--- config.mk ---
export PLATFORM = sky130hd
export DESIGN_NAME = eph_host
export DESIGN_NICKNAME = d
export VERILOG_FILES = /design/src/eph_host.v /design/src/eph_timer.v
export VERILOG_INCLUDE_DIRS = /design/src
export SDC_FILE = /design/constraint.sdc
export NUM_CORES = 1
export LEC_CHECK = 0
export ABC_AREA = 1
export BUFFER_PORTS_ARGS = -buffer_cell sky130_fd_sc_hd__buf_2
export CAP_MARGIN = 20
export CORE_UTILIZATION = 30
export DETAILED_ROUTE_END_ITERATION = 8
export SYNTH_ARGS = -nofsm -noshare
export SYNTH_HDL_FRONTEND = slang
export SYNTH_HIERARCHICAL = 1
export SYNTH_SLANG_ARGS = --single-unit
--- constraint.sdc ---
create_clock -name clk_sys -period 2.9 [get_ports clk_sys]
set_input_delay 0.29 -clock clk_sys [delete_from_list [all_inputs] [get_ports clk_sys]]
set_output_delay 0.29 -clock clk_sys [all_outputs]
set_load 0.005 [all_outputs]
--- src/eph_consts.vh ---
// Constants for the parallel nonvolatile memory host controller
`ifndef EPH_CONSTS_VH
`define EPH_CONSTS_VH

`define EPH_CLK_MHZ        40
`define EPH_ADDR_W         13
`define EPH_DATA_W         8
`define EPH_PAGE_LSB       5
`define EPH_PAGE_W         8
`define EPH_PAGE_BYTES     32
`define EPH_NB_W           6
`define EPH_TOGGLE_BIT     6

`define EPH_STRB_NS        150
`define EPH_STRB_CYC       ((`EPH_STRB_NS * `EPH_CLK_MHZ + 999) / 1000)
`define EPH_TAH_NS         100
`define EPH_TAH_CYC        ((`EPH_TAH_NS * `EPH_CLK_MHZ + 999) / 1000)
`define EPH_TACC_NS        250
`define EPH_TACC_CYC       ((`EPH_TACC_NS * `EPH_CLK_MHZ + 999) / 1000)
`define EPH_LDW_US         100
`define EPH_LDW_CYC        (`EPH_LDW_US * `EPH_CLK_MHZ)
`define EPH_LDW_OPEN_CYC   (`EPH_LDW_CYC / 2)
`define EPH_TWC_MS         5
`define EPH_TWC_CYC        (`EPH_TWC_MS * 1000 * `EPH_CLK_MHZ)
`define EPH_LOCK_MS        10
`define EPH_LOCK_CYC       (`EPH_LOCK_MS * 1000 * `EPH_CLK_MHZ)

`define EPH_CNT_W          12
`define EPH_LONG_W         20

`endif

--- src/eph_host.v ---
// Host controller driving the strobes, address and data of a parallel nonvolatile memory
`timescale 1ns/1ps
`include "eph_consts.vh"

// Operation
// - Write needs select, strobe low, output high
// - Low address bits pick byte, any order
// - Host starts next load within window
// - Host holds strobe high one window
module eph_host
#(
    parameter [19:0] TWC_CYC   = `EPH_TWC_CYC,
    parameter [19:0] LOCK_CYC  = `EPH_LOCK_CYC
)
(
    input  wire                   clk_sys,
    input  wire                   reset,
    input  wire                   clk_en,
    input  wire                   cmd_valid,
    input  wire                   cmd_write,
    input  wire [`EPH_ADDR_W-1:0] cmd_addr,
    input  wire [`EPH_DATA_W-1:0] cmd_data,
    output reg                    cmd_ack_ff,
    output reg  [`EPH_DATA_W-1:0] rd_data_ff,
    output reg                    rd_valid_ff,
    output reg                    wr_done_ff,
    output reg                    wr_timeout_ff,
    output reg                    busy_ff,
    output reg                    mem_ce_n_ff,
    output reg                    mem_we_n_ff,
    output reg                    mem_oe_n_ff,
    output reg  [`EPH_ADDR_W-1:0] addr_lines_ff,
    output reg  [`EPH_DATA_W-1:0] data_lines_out_ff,
    output reg                    data_lines_oe_n_ff,
    input  wire [`EPH_DATA_W-1:0] data_lines_in
);
    localparam [8:0] S_LOCK  = 9'h001;
    localparam [8:0] S_IDLE  = 9'h002;
    localparam [8:0] S_RD    = 9'h004;
    localparam [8:0] S_WSET  = 9'h008;
    localparam [8:0] S_WLOW  = 9'h010;
    localparam [8:0] S_WHOLD = 9'h020;
    localparam [8:0] S_GAP   = 9'h040;
    localparam [8:0] S_POLL  = 9'h080;
    localparam [8:0] S_PGAP  = 9'h100;

    localparam [`EPH_CNT_W-1:0] STRB_LAST = `EPH_STRB_CYC - 1;
    localparam [`EPH_CNT_W-1:0] TAH_LAST  = `EPH_TAH_CYC - 1;
    localparam [`EPH_CNT_W-1:0] TACC_LAST = `EPH_TACC_CYC - 1;
    localparam [`EPH_CNT_W-1:0] LDW_END   = `EPH_LDW_CYC;
    localparam [`EPH_CNT_W-1:0] LDW_OPEN  = `EPH_LDW_OPEN_CYC;
    localparam [`EPH_CNT_W-1:0] CNT_ONE   = 1;
    localparam [`EPH_NB_W-1:0]  NB_FULL   = `EPH_PAGE_BYTES;
    localparam [`EPH_NB_W-1:0]  NB_ONE    = 1;

    reg  [8:0]              state_ff;
    reg  [8:0]              nxt_state;
    reg  [`EPH_CNT_W-1:0]   cnt_ff;
    reg  [`EPH_CNT_W-1:0]   nxt_cnt;
    reg  [`EPH_PAGE_W-1:0]  page_ff;
    reg  [`EPH_PAGE_W-1:0]  nxt_page;
    reg  [`EPH_NB_W-1:0]    nbytes_ff;
    reg  [`EPH_NB_W-1:0]    nxt_nbytes;
    reg                     have_prev_ff;
    reg                     nxt_have_prev;
    reg                     prev_tog_ff;
    reg                     nxt_prev_tog;
    reg                     nxt_cmd_ack;
    reg  [`EPH_DATA_W-1:0]  nxt_rd_data;
    reg                     nxt_rd_valid;
    reg                     nxt_wr_done;
    reg                     nxt_wr_timeout;
    reg                     nxt_ce_n;
    reg                     nxt_we_n;
    reg                     nxt_oe_n;
    reg  [`EPH_ADDR_W-1:0]  nxt_addr;
    reg  [`EPH_DATA_W-1:0]  nxt_dout;
    reg                     nxt_dq_oe_n;
    reg                     twc_start;
    wire                    lock_done;
    wire                    twc_done;
    wire                    same_page;
    wire                    tog_now;

    assign same_page = (cmd_addr[`EPH_ADDR_W-1:`EPH_PAGE_LSB] == page_ff);
    assign tog_now   = data_lines_in[`EPH_TOGGLE_BIT];

    // Runs from reset; no write strobe until it expires
    eph_timer #(.LOAD(LOCK_CYC), .RUN_AT_RESET(1)) u_lock_timer
    (
        .clk_sys (clk_sys),
        .reset   (reset),
        .clk_en  (clk_en),
        .start   (1'b0),
        .done_ff (lock_done)
    );

    // Bounds the completion poll in case the status bit never settles
    eph_timer #(.LOAD(TWC_CYC), .RUN_AT_RESET(0)) u_twc_timer
    (
        .clk_sys (clk_sys),
        .reset   (reset),
        .clk_en  (clk_en),
        .start   (twc_start),
        .done_ff (twc_done)
    );

    always @*
    begin
        nxt_state      = state_ff;
        nxt_cnt        = cnt_ff + CNT_ONE;
        nxt_page       = page_ff;
        nxt_nbytes     = nbytes_ff;
        nxt_have_prev  = have_prev_ff;
        nxt_prev_tog   = prev_tog_ff;
        nxt_cmd_ack    = 1'b0;
        nxt_rd_data    = rd_data_ff;
        nxt_rd_valid   = 1'b0;
        nxt_wr_done    = 1'b0;
        nxt_wr_timeout = wr_timeout_ff;
        nxt_ce_n       = mem_ce_n_ff;
        nxt_we_n       = mem_we_n_ff;
        nxt_oe_n       = mem_oe_n_ff;
        nxt_addr       = addr_lines_ff;
        nxt_dout       = data_lines_out_ff;
        nxt_dq_oe_n    = data_lines_oe_n_ff;
        twc_start      = 1'b0;
        case (state_ff)
            S_LOCK:
            begin
                if (lock_done)
                    nxt_state = S_IDLE;
            end
            S_IDLE:
            begin
                nxt_cnt = {`EPH_CNT_W{1'b0}};
                if (cmd_valid && !cmd_ack_ff)
                begin
                    nxt_cmd_ack = 1'b1;
                    nxt_addr    = cmd_addr;
                    nxt_ce_n    = 1'b0;
                    if (cmd_write)
                    begin
                        nxt_page    = cmd_addr[`EPH_ADDR_W-1:`EPH_PAGE_LSB];
                        nxt_nbytes  = NB_ONE;
                        nxt_dout    = cmd_data;
                        nxt_dq_oe_n = 1'b0;
                        nxt_oe_n    = 1'b1;
                        nxt_state   = S_WSET;
                    end
                    else
                    begin
                        nxt_dq_oe_n = 1'b1;
                        nxt_oe_n    = 1'b0;
                        nxt_state   = S_RD;
                    end
                end
            end
            S_RD, S_POLL:
            begin
                if (cnt_ff == TACC_LAST)
                begin
                    nxt_ce_n = 1'b1;
                    nxt_oe_n = 1'b1;
                    nxt_cnt  = {`EPH_CNT_W{1'b0}};
                    if (state_ff == S_RD)
                    begin
                        nxt_rd_data  = data_lines_in;
                        nxt_rd_valid = 1'b1;
                        nxt_state    = S_IDLE;
                    end
                    else if ((have_prev_ff && (tog_now == prev_tog_ff)) || twc_done)
                    begin
                        // Bit 7 polling is not used: it needs the last data, toggling does not
                        nxt_wr_done    = 1'b1;
                        nxt_wr_timeout = twc_done && !(have_prev_ff && (tog_now == prev_tog_ff));
                        nxt_state      = S_IDLE;
                    end
                    else
                    begin
                        nxt_have_prev = 1'b1;
                        nxt_prev_tog  = tog_now;
                        nxt_state     = S_PGAP;
                    end
                end
            end
            S_PGAP:
            begin
                // Output enable must rise between reads for the bit to toggle
                nxt_ce_n  = 1'b0;
                nxt_oe_n  = 1'b0;
                nxt_cnt   = {`EPH_CNT_W{1'b0}};
                nxt_state = S_POLL;
            end
            S_WSET:
            begin
                // Address settled before the falling strobe
                nxt_we_n  = 1'b0;
                nxt_cnt   = {`EPH_CNT_W{1'b0}};
                nxt_state = S_WLOW;
            end
            S_WLOW:
            begin
                if (cnt_ff == STRB_LAST)
                begin
                    nxt_we_n  = 1'b1;
                    nxt_cnt   = {`EPH_CNT_W{1'b0}};
                    nxt_state = S_WHOLD;
                end
            end
            S_WHOLD:
            begin
                // Counter keeps running: the load window starts at the rising strobe
                if (cnt_ff == TAH_LAST)
                begin
                    nxt_ce_n    = 1'b1;
                    nxt_dq_oe_n = 1'b1;
                    nxt_state   = S_GAP;
                end
            end
            S_GAP:
            begin
                // Only half the window is used for new loads, leaving margin for slow timers
                if (cmd_valid && !cmd_ack_ff && cmd_write && same_page
                    && (nbytes_ff != NB_FULL) && (cnt_ff < LDW_OPEN))
                begin
                    nxt_cmd_ack = 1'b1;
                    nxt_addr    = cmd_addr;
                    nxt_dout    = cmd_data;
                    nxt_nbytes  = nbytes_ff + NB_ONE;
                    nxt_ce_n    = 1'b0;
                    nxt_dq_oe_n = 1'b0;
                    nxt_state   = S_WSET;
                end
                else if (cnt_ff >= LDW_END)
                begin
                    twc_start     = 1'b1;
                    nxt_have_prev = 1'b0;
                    nxt_cnt       = {`EPH_CNT_W{1'b0}};
                    nxt_ce_n      = 1'b0;
                    nxt_oe_n      = 1'b0;
                    nxt_state     = S_POLL;
                end
            end
            default:
            begin
                nxt_state = S_IDLE;
            end
        endcase
    end

    always @(posedge clk_sys or posedge reset)
    begin
        if (reset)
        begin
            state_ff           <= S_LOCK;
            cnt_ff             <= {`EPH_CNT_W{1'b0}};
            page_ff            <= {`EPH_PAGE_W{1'b0}};
            nbytes_ff          <= {`EPH_NB_W{1'b0}};
            have_prev_ff       <= 1'b0;
            prev_tog_ff        <= 1'b0;
            cmd_ack_ff         <= 1'b0;
            rd_data_ff         <= {`EPH_DATA_W{1'b0}};
            rd_valid_ff        <= 1'b0;
            wr_done_ff         <= 1'b0;
            wr_timeout_ff      <= 1'b0;
            busy_ff            <= 1'b1;
            mem_ce_n_ff        <= 1'b1;
            mem_we_n_ff        <= 1'b1;
            mem_oe_n_ff        <= 1'b1;
            addr_lines_ff      <= {`EPH_ADDR_W{1'b0}};
            data_lines_out_ff  <= {`EPH_DATA_W{1'b0}};
            data_lines_oe_n_ff <= 1'b1;
        end
        else if (clk_en)
        begin
            state_ff           <= nxt_state;
            cnt_ff             <= nxt_cnt;
            page_ff            <= nxt_page;
            nbytes_ff          <= nxt_nbytes;
            have_prev_ff       <= nxt_have_prev;
            prev_tog_ff        <= nxt_prev_tog;
            cmd_ack_ff         <= nxt_cmd_ack;
            rd_data_ff         <= nxt_rd_data;
            rd_valid_ff        <= nxt_rd_valid;
            wr_done_ff         <= nxt_wr_done;
            wr_timeout_ff      <= nxt_wr_timeout;
            busy_ff            <= (nxt_state != S_IDLE);
            mem_ce_n_ff        <= nxt_ce_n;
            mem_we_n_ff        <= nxt_we_n;
            mem_oe_n_ff        <= nxt_oe_n;
            addr_lines_ff      <= nxt_addr;
            data_lines_out_ff  <= nxt_dout;
            data_lines_oe_n_ff <= nxt_dq_oe_n;
        end
    end
endmodule // eph_host

--- src/eph_timer.v ---
// Long one-shot down-counter for lockout and program-cycle timeouts
`timescale 1ns/1ps
module eph_timer
#(
    parameter [19:0] LOAD         = 20'h00001,
    parameter        RUN_AT_RESET = 0
)
(
    input  wire        clk_sys,
    input  wire        reset,
    input  wire        clk_en,
    input  wire        start,
    output reg         done_ff
);
    localparam [0:0] RUN_INIT = (RUN_AT_RESET != 0) ? 1'b1 : 1'b0;

    reg  [19:0] cnt_ff;
    reg         run_ff;

    always @(posedge clk_sys or posedge reset)
    begin
        if (reset)
        begin
            cnt_ff  <= LOAD;
            run_ff  <= RUN_INIT;
            done_ff <= 1'b0;
        end
        else if (clk_en)
        begin
            if (start)
            begin
                cnt_ff  <= LOAD;
                run_ff  <= 1'b1;
                done_ff <= 1'b0;
            end
            else if (run_ff)
            begin
                if (cnt_ff <= 20'h00001)
                begin
                    run_ff  <= 1'b0;
                    done_ff <= 1'b1;
                end
                cnt_ff <= cnt_ff - 20'h00001;
            end
        end
    end
endmodule // eph_timer

==> qor.csv, run 1 <==
stage,metric,value,unit
layout,final_nets,1056,
setup_path,crit_slowest_cell,dfrtp_1,
sta,setup_viol,0,
placement,io_buffers,71,
setup_path,arrival,2.83,ns
layout,n_antenna_cell,0,
floorplanning,die_w,154,µm
cts,clockRootBuffer,clkbuf_16,
logic_synthesis,synth_area,6930,µm²
logic_synthesis,ys_warn_count,6,
pwr,p_per_area,694,nW/µm²
cts,clock_path_buffers,2,
layout,area_growth,19.0,%
grt,grt.total_usage,0.144,
cts,insertion_delay,0.42,ns
sta,period_share,0.866,
pwr,peakVddDrop,350,µV
logic_synthesis,netlist_top_cells_count,"nand2_1 (248), inv_1 (127), nor2_1 (124), dfrtp_1 (100), nand3_1 (59)",
grt,grt_pass1_vias,5753,
placement,routabilityCongestion,0.889,
sta,final.setup_skew,0.00673,ns
floorplanning,core_area,22600,µm²
logic_synthesis,ys_seq_area_frac,0.433,
logic_synthesis,synthFlopType,dfrtp_1,
sta,period_minus_slack,2.51,ns
cts,cts_setup_buffers,0,
floorplanning,start_util,0.306,
logic_synthesis,synth_top_area_share,0.361,
floorplanning,die_y,154,µm
detailed_routing,drt-wirelength-per-cell,12.2,µm
grt,grt_max_degree,41,
floorplanning,io_pins,72,
grt,grt_overflow,0,
setup_path,crit_cells,16,
floorplanning,dieArea,23700,µm²
layout,fin_cells,1311,
cts,cts_hold_buf,0,
detailed_routing,drt-initial-drc-count,367,
grt,grt_pass1_wl,27400,µm
logic_synthesis,async_flop_share,1.00,
placement,dpl.hpwl,11800,µm
sta,clock.fmax,398,MHz
sta,grt_setup_unrepaired,no,
sta,tightest_slew,0.872,ns
detailed_routing,dr.pass1.iters,7,
setup_path,endpoint_kind,flop,
setup_path,crit_buf_inv,2,
detailed_routing,ant_nets,0,
setup_path,crit_chain,inv_2 > nand2_2 > nor2_4 > nand3_2 > inv_1 > nand2_1 > nor2_1 > nand2_2 > nand2_4 > nand2_4 > nor2_8 > nand2_2 > nor2_2 > nand2_1 > nand2_1 > nor2_1,
sta,hold_ws,0.00844,ns
cts,tritoncts,built,
sta,fin_setup_tns,0,ns
sta,relSlewSlack,0.418,
detailed_routing,wl,15900,µm
logic_synthesis,synth_cell_types,45,
logic_synthesis,synth_cells,926,
logic_synthesis,synth_edf_count,0,
cts,clk_pin_slew,0.06,ns
placement,dp.cells,1279,
logic_synthesis,synth.largest_area_cell,dfrtp_1,
setup_path,startpoint,state_ff[2],
layout,fin_util,0.364,
detailed_routing,vias,5997,
detailed_routing,avgViaCountPerCell,4.57,
setup_path,r2r_cells,16,
outcome,status,"finished, final reports clean",
cts,cts_sinks,119,
setup_path,critical_path_class,reg -> reg,
logic_synthesis,yosysMostFrequentCell,nand2_1,
layout,drive_above_1_share,0.208,
logic_synthesis,ys_top_cells_by_area,"dfrtp_1 (36%), nand2_1 (13%), dfstp_2 (7.2%)",
setup_path,crit_end,u_twc_timer/cnt_ff[15],
setup_path,timing.critical_path.fanout_max,8,
job,max_cap_viol_count,0,
setup_path,rr_endpoint,u_twc_timer/cnt_ff[15],
setup_path,start_kind,flop,
floorplanning,num_rows,55,
setup_path,timing.rr.start,state_ff[2],
grt,grt_antenna_before_repair,0,
logic_synthesis,ys_ff_latch,119,
cts,cts_made_buffers,17,
setup_path,rrSetupSlack,0.39,ns
min_path,min_path_type,in -> async,
logic_synthesis,avgSynthCellArea,7.48,µm²
setup_path,critPathRequiredTime,3.22,ns
pwr,p_leak,4.24,nW
setup_path,cpPeakStageDelay,0.42,ns
cts,ctsHtreeMaxLevel,4,
setup_path,crit_family,simple AND/OR/NAND/NOR gates,
pwr,power,5.72,mW
cts,cts_resized,0,
sta,finalHoldViolCount,0,
sta,slew_violations,0,
detailed_routing,drc,0,
cell usage in the layout, fill, tap and decap left out, types with 4 or more instances in the layout:
cell / count
o21ai_2: 14
clkinvlp_4: 5
mux2_2: 7
o21ai_0: 47
a21oi_1: 22
bufinv_16: 4
nor2_1: 124
a31oi_1: 4
nand2_2: 16
nand2_1: 248
ha_1: 9
nor3_1: 11
buf_2: 71
xor2_1: 7
nor2_2: 10
o31ai_1: 4
dfrtp_1: 100
nand4_1: 30
inv_1: 126
dfstp_2: 19
inv_2: 12
nand2_4: 4
nand3_1: 59
conb_1: 4
nand3_2: 4
clkbuf_16: 17
nor2_4: 8
registers in the layout (all words and copies together) (netlist names), 6 cells and up:
signal and count:
page_ff 8, rd_data_ff 8, state_ff 9, addr_lines_ff 13, nbytes_ff 6, data_lines_out_ff 8, cnt_ff 12, u_lock_timer/cnt_ff 20
u_twc_timer/cnt_ff 20
metrics by stage:
| step | worst slack (ns) | area, µm² |
|---|---|---|
| 6_report | 0.389 | 8250 |
| 5_1_grt | 0.120 | 8250 |
| 4_1_cts | 0.416 | 8250 |
| 3_5_place_dp | 0.414 | 7620 |
| 3_3_place_gp | 0.493 | 7620 |
| 2_1_floorplan | 0.710 | 6940 |
kinds of logic after synthesis:
| family | count (synthesis) | share of synthesized area |
|---|---|---|
| fa+ha+maj | 9 | 0.0163 |
| compound gates | 99 | 0.0833 |
| mux | 7 | 0.0114 |
| simple gates | 531 | 0.356 |
| buf+inv | 150 | 0.0870 |
| other cells | 1 | 0.000541 |
| flops | 119 | 0.433 |
| xor+xnor | 10 | 0.0126 |
layout make-up:
cell class | count | area [µm²]
Inverter | 140 | 527
Multi-Input combinational cell | 660 | 3330
Timing Repair Buffer | 75 | 398
Sequential cell | 119 | 3000
Fill cell | 2355 | 14400
Clock buffer | 17 | 425
Clock inverter | 15 | 203
Tap cell | 285 | 357
where the power goes:
group | internal, mW | switching, mW | leakage [nW]
Sequential | 1.99 | 0.220 | 1.49
Combinational | 0.494 | 0.760 | 2.45
Clock | 1.44 | 0.819 | 0.292
worst min path at each step:
stage / start / slack [ns] / end / cells past startpoint
2_1_floorplan: reset / 0.27 / u_lock_timer/cnt_ff[0] / 1
3_3_place_gp: u_lock_timer/run_ff / 0.45 / u_lock_timer/run_ff / 2
3_5_place_dp: mem_ce_n_ff / 0.46 / mem_ce_n_ff / 2
4_1_cts: reset / 0.02 / cnt_ff[1] / 2
5_1_grt: reset / 0.04 / cnt_ff[0] / 2
6_report: reset / 0.008 / cnt_ff[3] / 2
routing by layer:
layer,vias to the layer above,GRT usage,routed length [µm]
met2,98,0.237,7380
met1,2778,0.184,7870
li1,3112,-,-
met5,-,0,0
met4,0,0.0319,103
met3,9,0.0454,593
Note: power is estimated with default switching activity, not from simulation.
==> run 2, diff against run 1 <==
==> constraint.sdc (replaced) <==
create_clock -name clk_sys -period 2.9 [get_ports clk_sys]
set_input_delay 0.145 -clock clk_sys [delete_from_list [all_inputs] [get_ports clk_sys]]
set_output_delay 0.145 -clock clk_sys [all_outputs]
set_load 0.005 [all_outputs]
==> qor.csv, run 2 (same netlist as run 1, synthesis figures left out) <==
stage,metric,value,unit,change
setup_path,critical_path_class,reg -> reg,,
sta,period_minus_slack,2.56,ns,+0.0442 ns
sta,grt_setup_unrepaired,no,,
sta,period_share,0.881,,+0.0153
layout,n_antenna_cell,0,,unchanged
min_path,holdPathEnd,addr_lines_ff[7],,
pwr,p_comb_frac,0.227,,+0.008
pwr,pwr-share-seq,0.395,,+0.009
detailed_routing,vias,6135,,+2.3%
setup_path,rrSetupSlack,0.34,ns,-0.04 ns
detailed_routing,drt-wirelength-per-cell,12.1,µm,-0.31%
sta,clock.fmax,391,MHz,-1.7%
grt,grt_pass1_vias,5758,,+0.087%
detailed_routing,wl,16100,µm,+1.2%
grt,grt.total_usage,0.143,,-0.000688
pwr,pwr-share-clk,0.378,,-0.017
job,max_cap_viol_count,0,,unchanged
cts,clock_path_buffers,2,,unchanged
pwr,switching_share,0.309,,-0.00573
detailed_routing,dr.pass1.iters,6,,-1
cts,clk_pin_slew,0.06,ns,about the same
cts,cts_setup_buffers,0,,unchanged
pwr,peakVddDrop,317,µV,-9.4%
sta,hold_ws,0.0287,ns,+0.0202 ns
layout,drive_above_1_share,0.201,,-0.00684
cts,ctsHtreeMaxLevel,4,,unchanged
placement,routabilityCongestion,0.892,,+0.38%
min_path,min_path_cells,3,,
placement,io_buffers,71,,unchanged
setup_path,timing.critical_path.fanout_max,8,,unchanged
placement,dp.cells,1278,,-0.078%
detailed_routing,drc,0,,unchanged
sta,fin_setup_tns,0,ns,unchanged
floorplanning,dieArea,23700,µm²,unchanged
detailed_routing,avgViaCountPerCell,4.61,,+0.76%
outcome,status,"finished, final reports clean",,
cts,clockRootBuffer,clkbuf_16,,
pwr,p_leak,4.32,nW,+2.0%
layout,final_cell_mix,"nand2_1 (248), inv_1 (126), nor2_1 (124)",,
setup_path,arrival,2.87,ns,+0.04 ns
floorplanning,io_pins,72,,unchanged
sta,final.setup_skew,0.00946,ns,+0.00273 ns
floorplanning,die_y,154,µm,unchanged
pwr,power_switching,1.73,mW,-3.9%
setup_path,r2r_cells,16,,unchanged
sta,setup_viol,0,,unchanged
layout,final_common_cell,nand2_1,,
floorplanning,die_w,154,µm,unchanged
layout,fin_cells,1331,,+1.5%
floorplanning,num_rows,55,,unchanged
grt,grt_antenna_before_repair,0,,unchanged
setup_path,timing.rr.start,state_ff[2],,
sta,finalHoldViolCount,0,,unchanged
layout,final_area,8420,µm²,+2.1%
floorplanning,core_area,22600,µm²,unchanged
placement,dp_slack,0.411,ns,-0.00279 ns
setup_path,start_kind,flop,,
placement,place_area,7610,µm²,about the same
grt,grt_max_degree,40,,-2.4%
grt,grt_overflow,0,,unchanged
cts,tritoncts,built,,
layout,area_growth,21.5,%,
sta,tightest_slew,0.866,ns,-0.00656 ns
cts,insertion_delay,0.42,ns,about the same
min_path,min_from,cmd_addr[7],,
layout,largestRegisters,"u_lock_timer/cnt_ff x20, u_twc_timer/cnt_ff x20, addr_lines_ff x13",,
detailed_routing,ant_nets,0,,unchanged
placement,dpl.hpwl,11700,µm,-0.30%
min_path,min_path_type,in -> reg,,
cts,cts_resized,0,,unchanged
grt,grt_pass1_wl,27300,µm,-0.20%
sta,relSlewSlack,0.422,,+0.00438
setup_path,endpoint_kind,flop,,
pwr,p_per_area,666,nW/µm²,-4.1%
floorplanning,start_util,0.306,,unchanged
sta,slew_violations,0,,unchanged
sta,layout_setup_ws,0.344,ns,-0.0442 ns
detailed_routing,drt-initial-drc-count,447,,+22%
setup_path,critPathRequiredTime,3.21,ns,about the same
setup_path,rr_endpoint,u_twc_timer/cnt_ff[15],,
cts,cts_sinks,119,,unchanged
cts,cts_made_buffers,17,,unchanged
layout,final_nets,1076,,+1.9%
pwr,internal_power,3.87,mW,-1.3%
run 2: cell count changes in the layout (fill, tap and decap cells not counted):
cell,delta
dlygate4sd3_1,+21
clkbuf_8,+5
clkinvlp_4,-3
bufinv_16,-2
clkbuf_1,+2
clkinv_2,+2
clkinv_4,-2
inv_6,-2
buf_4,-1
run 2: how the worst max path moves through the flow:
stage	startpoint	endpoint	cells after the start
after CTS	state_ff[2]	u_twc_timer/cnt_ff[15]	16
after global routing	state_ff[2]	u_twc_timer/cnt_ff[12]	15
after global placement	state_ff[2]	u_twc_timer/cnt_ff[15]	16
final	state_ff[2]	u_twc_timer/cnt_ff[15]	16
after detailed placement	state_ff[2]	u_twc_timer/cnt_ff[15]	16
after floorplan	state_ff[2]	u_twc_timer/cnt_ff[15]	16
run 2: layout make-up:
class                           instances  area, µm²
Sequential cell                       119       3000
Timing Repair Buffer                   95        601
Multi-Input combinational cell        660       3330
Fill cell                            2365      14200
Tap cell                              285        357
Clock buffer                           24        502
Inverter                              140        527
Clock inverter                          8       95.1
run 2: what timing repair did:
item / in CTS / in global routing
setup endpoints to repair: 0 / 0
hold buffers: 21 / 0
endpoints found under the hold margin: 85 / 0
run 2: critical path, cell delays in order (launching register included):
cell and delay [ns]:
dfrtp_1 0.42, inv_2 0.10, nand2_2 0.08, nor2_4 0.20, nand3_2 0.15, inv_1 0.16
nand2_1 0.12, nor2_1 0.36, nand2_2 0.14, nand2_4 0.14, nand2_4 0.08, nor2_8 0.13
nand2_2 0.09, nor2_2 0.12, nand2_1 0.06, nand2_1 0.05, nor2_1 0.04
run 2: power by group through the flow:
| stage | sequential, mW | clock, mW | combinational [mW] |
|---|---|---|---|
| after floorplan | 2.22 | 0 | 0.857 |
| after global placement | 2.23 | 0 | 1.24 |
| after detailed placement | 2.24 | 0 | 1.26 |
| after CTS | 2.21 | 2.17 | 1.29 |
| after global routing | 2.25 | 2.25 | 1.47 |
| final | 2.21 | 2.12 | 1.27 |
run 2: metal layers:
metal | vias to the layer above | track usage | routed length [µm] | part of all wire
li1 | 3165 | - | - | -
met1 | 2835 | 0.185 | 7850 | 0.49
met2 | 113 | 0.233 | 7400 | 0.46
met3 | 22 | 0.0338 | 644 | 0.040
met4 | 0 | 0.0529 | 237 | 0.015
met5 | - | 0 | 0 | 0
run 2: per-stage QoR:
step,total power [mW],utilization
3_5_place_dp,3.49,0.336
4_1_cts,5.67,0.372
6_report,5.60,0.372
5_1_grt,5.98,0.372
2_1_floorplan,3.08,-
3_3_place_gp,3.46,0.336
==> run 3, diff against run 2 <==
--- a/config.mk
+++ b/config.mk
@@ -6,7 +6,6 @@
 export SDC_FILE = /design/constraint.sdc
 export NUM_CORES = 1
 export LEC_CHECK = 0
-export ABC_AREA = 1
 export BUFFER_PORTS_ARGS = -buffer_cell sky130_fd_sc_hd__buf_2
 export CAP_MARGIN = 20
 export CORE_UTILIZATION = 30
==> qor.csv, run 3 <==
stage,metric,value,unit,change
min_path,min_path_type,in -> reg,,
cts,cts_sinks,119,,unchanged
layout,drive_above_1_share,0.281,,+0.0800
logic_synthesis,ys_top_cells_by_area,"dfrtp_1 (41%), dfstp_2 (8.1%), mux2_2 (5.5%)",,
floorplanning,core_area,20200,µm²,-11%
sta,period_share,0.950,,+0.0684
layout,multi_input_area,2970,µm²,-11%
cts,clock_path_buffers,2,,unchanged
logic_synthesis,synthFlopType,dfrtp_1,,
grt,grt_overflow,0,,unchanged
logic_synthesis,ys_seq_area_frac,0.487,,+0.0534
setup_path,start_kind,flop,,
logic_synthesis,synth-compound-area-share,0.112,,+0.0289
placement,dp_slack,0.149,ns,-0.262 ns
logic_synthesis,async_flop_share,1.00,,unchanged
cts,tritoncts,built,,
setup_path,arrival,3.05,ns,+0.18 ns
sta,relSlewSlack,0.441,,+0.0184
layout,seq_area,3000,µm²,unchanged
floorplanning,num_rows,52,,-5.5%
floorplanning,start_util,0.306,,about the same
cts,clockRootBuffer,clkbuf_16,,
logic_synthesis,synth_cells,590,,-36%
grt,grt_antenna_before_repair,0,,unchanged
layout,n_antenna_cell,0,,unchanged
placement,io_buffers,71,,unchanged
logic_synthesis,avgSynthCellArea,10.5,µm²,+40%
logic_synthesis,synth_edf_count,0,,unchanged
sta,final.setup_skew,0.0107,ns,+0.00126 ns
grt,grt.total_usage,0.139,,-0.00463
layout,fill_cells,1964,,-17%
detailed_routing,drt-wirelength-per-cell,13.7,µm,+13%
sta,finalHoldViolCount,0,,unchanged
sta,clock.fmax,363,MHz,-7.2%
floorplanning,io_pins,72,,unchanged
outcome,status,"finished, final reports clean",,
logic_synthesis,synth_top_area_share,0.406,,+0.0446
grt,grt_max_degree,36,,-10%
logic_synthesis,syn-num-nets,633,,
detailed_routing,drt-initial-drc-count,232,,-48%
grt,grt_pass1_vias,4877,,-15%
detailed_routing,ant_nets,0,,unchanged
logic_synthesis,netlist_top_cells_count,"dfrtp_1 (100), nor2_1 (56), nand2_1 (38), mux2_2 (30), inv_1 (22)",,
sta,setup_viol,0,,unchanged
grt,grt_pass1_wl,23900,µm,-13%
cts,ctsHtreeMaxLevel,4,,unchanged
setup_path,r2r_cells,7,,-9
layout,largestRegisters,"u_lock_timer/cnt_ff x20, u_twc_timer/cnt_ff x20, addr_lines_ff x13",,
setup_path,timing.critical_path.fanout_max,12,,+4
floorplanning,dieArea,21100,µm²,-11%
sta,layout_setup_ws,0.146,ns,-0.198 ns
logic_synthesis,synth_area,6170,µm²,-11%
layout,final_common_cell,dfrtp_1,,
logic_synthesis,ys_ff_latch,119,,unchanged
placement,dpl.hpwl,9390,µm,-20%
detailed_routing,avgViaCountPerCell,4.92,,+6.8%
detailed_routing,vias,4889,,-20%
min_path,min_path_cells,2,,-1
floorplanning,die_y,145,µm,-5.6%
detailed_routing,drc,0,,unchanged
pwr,p_per_area,802,nW/µm²,+20%
logic_synthesis,yosys.area_share.simple,0.216,,-0.140
logic_synthesis,ys_warn_count,6,,unchanged
cts,clk_pin_slew,0.06,ns,about the same
logic_synthesis,synth_cell_types,68,,+51%
sta,tightest_slew,0.838,ns,-0.0276 ns
cts,cts_made_buffers,17,,unchanged
logic_synthesis,synth.largest_area_cell,dfrtp_1,,
detailed_routing,dr.pass1.iters,5,,-1
setup_path,endpoint_kind,flop,,
sta,slew_violations,0,,unchanged
pwr,peakVddDrop,340,µV,+7.1%
logic_synthesis,yosysMostFrequentCell,dfrtp_1,,
floorplanning,die_w,145,µm,-5.6%
setup_path,critPathRequiredTime,3.20,ns,about the same
cts,cts_resized,0,,unchanged
sta,grt_setup_unrepaired,no,,
layout,final_nets,753,,-30%
sta,fin_setup_tns,0,ns,unchanged
layout,area_growth,26.9,%,
logic_synthesis,synth-xor-area-share,0.0525,,+0.0399
logic_synthesis,yosys-mux-area-fraction,0.0807,,+0.0694
setup_path,critical_path_class,reg -> reg,,
pwr,power,6.28,mW,+12%
cts,insertion_delay,0.42,ns,about the same
placement,routabilityCongestion,0.855,,-4.1%
logic_synthesis,synth-adder-area-share,0.0183,,+0.00200
job,max_cap_viol_count,0,,unchanged
pwr,p_leak,3.55,nW,-18%
logic_synthesis,synth_top_family_by_area,simple AND/OR/NAND/NOR gates,,
sta,period_minus_slack,2.75,ns,+0.198 ns
layout,final_cell_mix,"dfrtp_1 (100), buf_2 (71), nor2_1 (56)",,
detailed_routing,wl,13600,µm,-16%
==> run 3: cell count changes after synthesis, moves of 14 or more <==
cell     before  now
nor2_1      124   56
inv_1       127   22
nand2_2      16    0
or3_1         0   18
nand2_1     248   38
nor4_1        0   14
mux2_2        7   30
o21ai_2      14    0
xor2_1        7   21
nand3_1      59   16
o21ai_0      47   19
==> run 3: critical path, cell delays in order, from the launching register on <==
cell and delay, ns:
dfrtp_1 0.43, or4_4 0.57, or4_4 0.57, a2bb2oi_2 0.19, nand3_2 0.14, o221ai_4 0.24, buf_12 0.17, mux2_1 0.32
==> run 3: worst paths after layout <==
path / from / endpoint / slack, ns
worst max-delay path: cnt_ff[7] / nbytes_ff[0] / 0.15
min in group asynchronous: reset / state_ff[5] / 0.39
worst max register to register: cnt_ff[7] / nbytes_ff[0] / 0.15
worst min-delay path: cmd_addr[11] / addr_lines_ff[11] / 0.02
worst min register to register: mem_we_n_ff / mem_we_n_ff / 0.48
max in group asynchronous: reset / data_lines_oe_n_ff / 1.74
==> run 3: per-layer routing <==
layer | GRT usage | routed length (µm) | vias to the layer above
met5 | 0 | 0 | -
met3 | 0.0386 | 512 | 9
met1 | 0.180 | 6570 | 2389
met4 | 0.0468 | 120 | 0
met2 | 0.223 | 6420 | 91
li1 | - | - | 2400
==> run 3: report_power, final <==
group | switching (mW) | total (mW) | internal, mW
clock network | 0.788 | 2.14 | 1.35
logic | 0.934 | 1.81 | 0.880
registers | 0.257 | 2.32 | 2.07
total | 1.98 | 6.28 | 4.30
==> run 3: final cells by class <==
class | instances | share of cell area
Tap cell | 270 | 0.0432
Sequential cell | 119 | 0.383
Multi-Input combinational cell | 426 | 0.379
Inverter | 23 | 0.0112
Clock inverter | 15 | 0.0230
Clock buffer | 17 | 0.0543
Timing Repair Buffer | 123 | 0.105
==> run 3: cell families (layout without fill, tap and decap cells) <==
logic type / Yosys count / in the layout
compound gates: 102 / 102
xor+xnor: 37 / 37
fa+ha+maj: 9 / 9
buf+inv: 45 / 178
flops: 119 / 119
mux: 42 / 42
other cells: 1 / 1
simple gates: 235 / 235
==> run 3: what timing repair did <==
item,CTS,global route
endpoints found under the hold margin,90,0
hold buffers,27,0
setup buffers,0,0
==> run 3: metrics by stage <==
step | std cells | hold WS [ns] | area, µm² | util
after global routing | 993 | 0.000932 | 7830 | 0.388
after CTS | 993 | 0.00267 | 7830 | 0.388
final | 993 | 0.0197 | 7830 | 0.388
after global placement | 934 | 0.256 | 6950 | 0.345
after detailed placement | 934 | 0.265 | 6950 | 0.345
after floorplan | 590 | 0.129 | 6170 | -
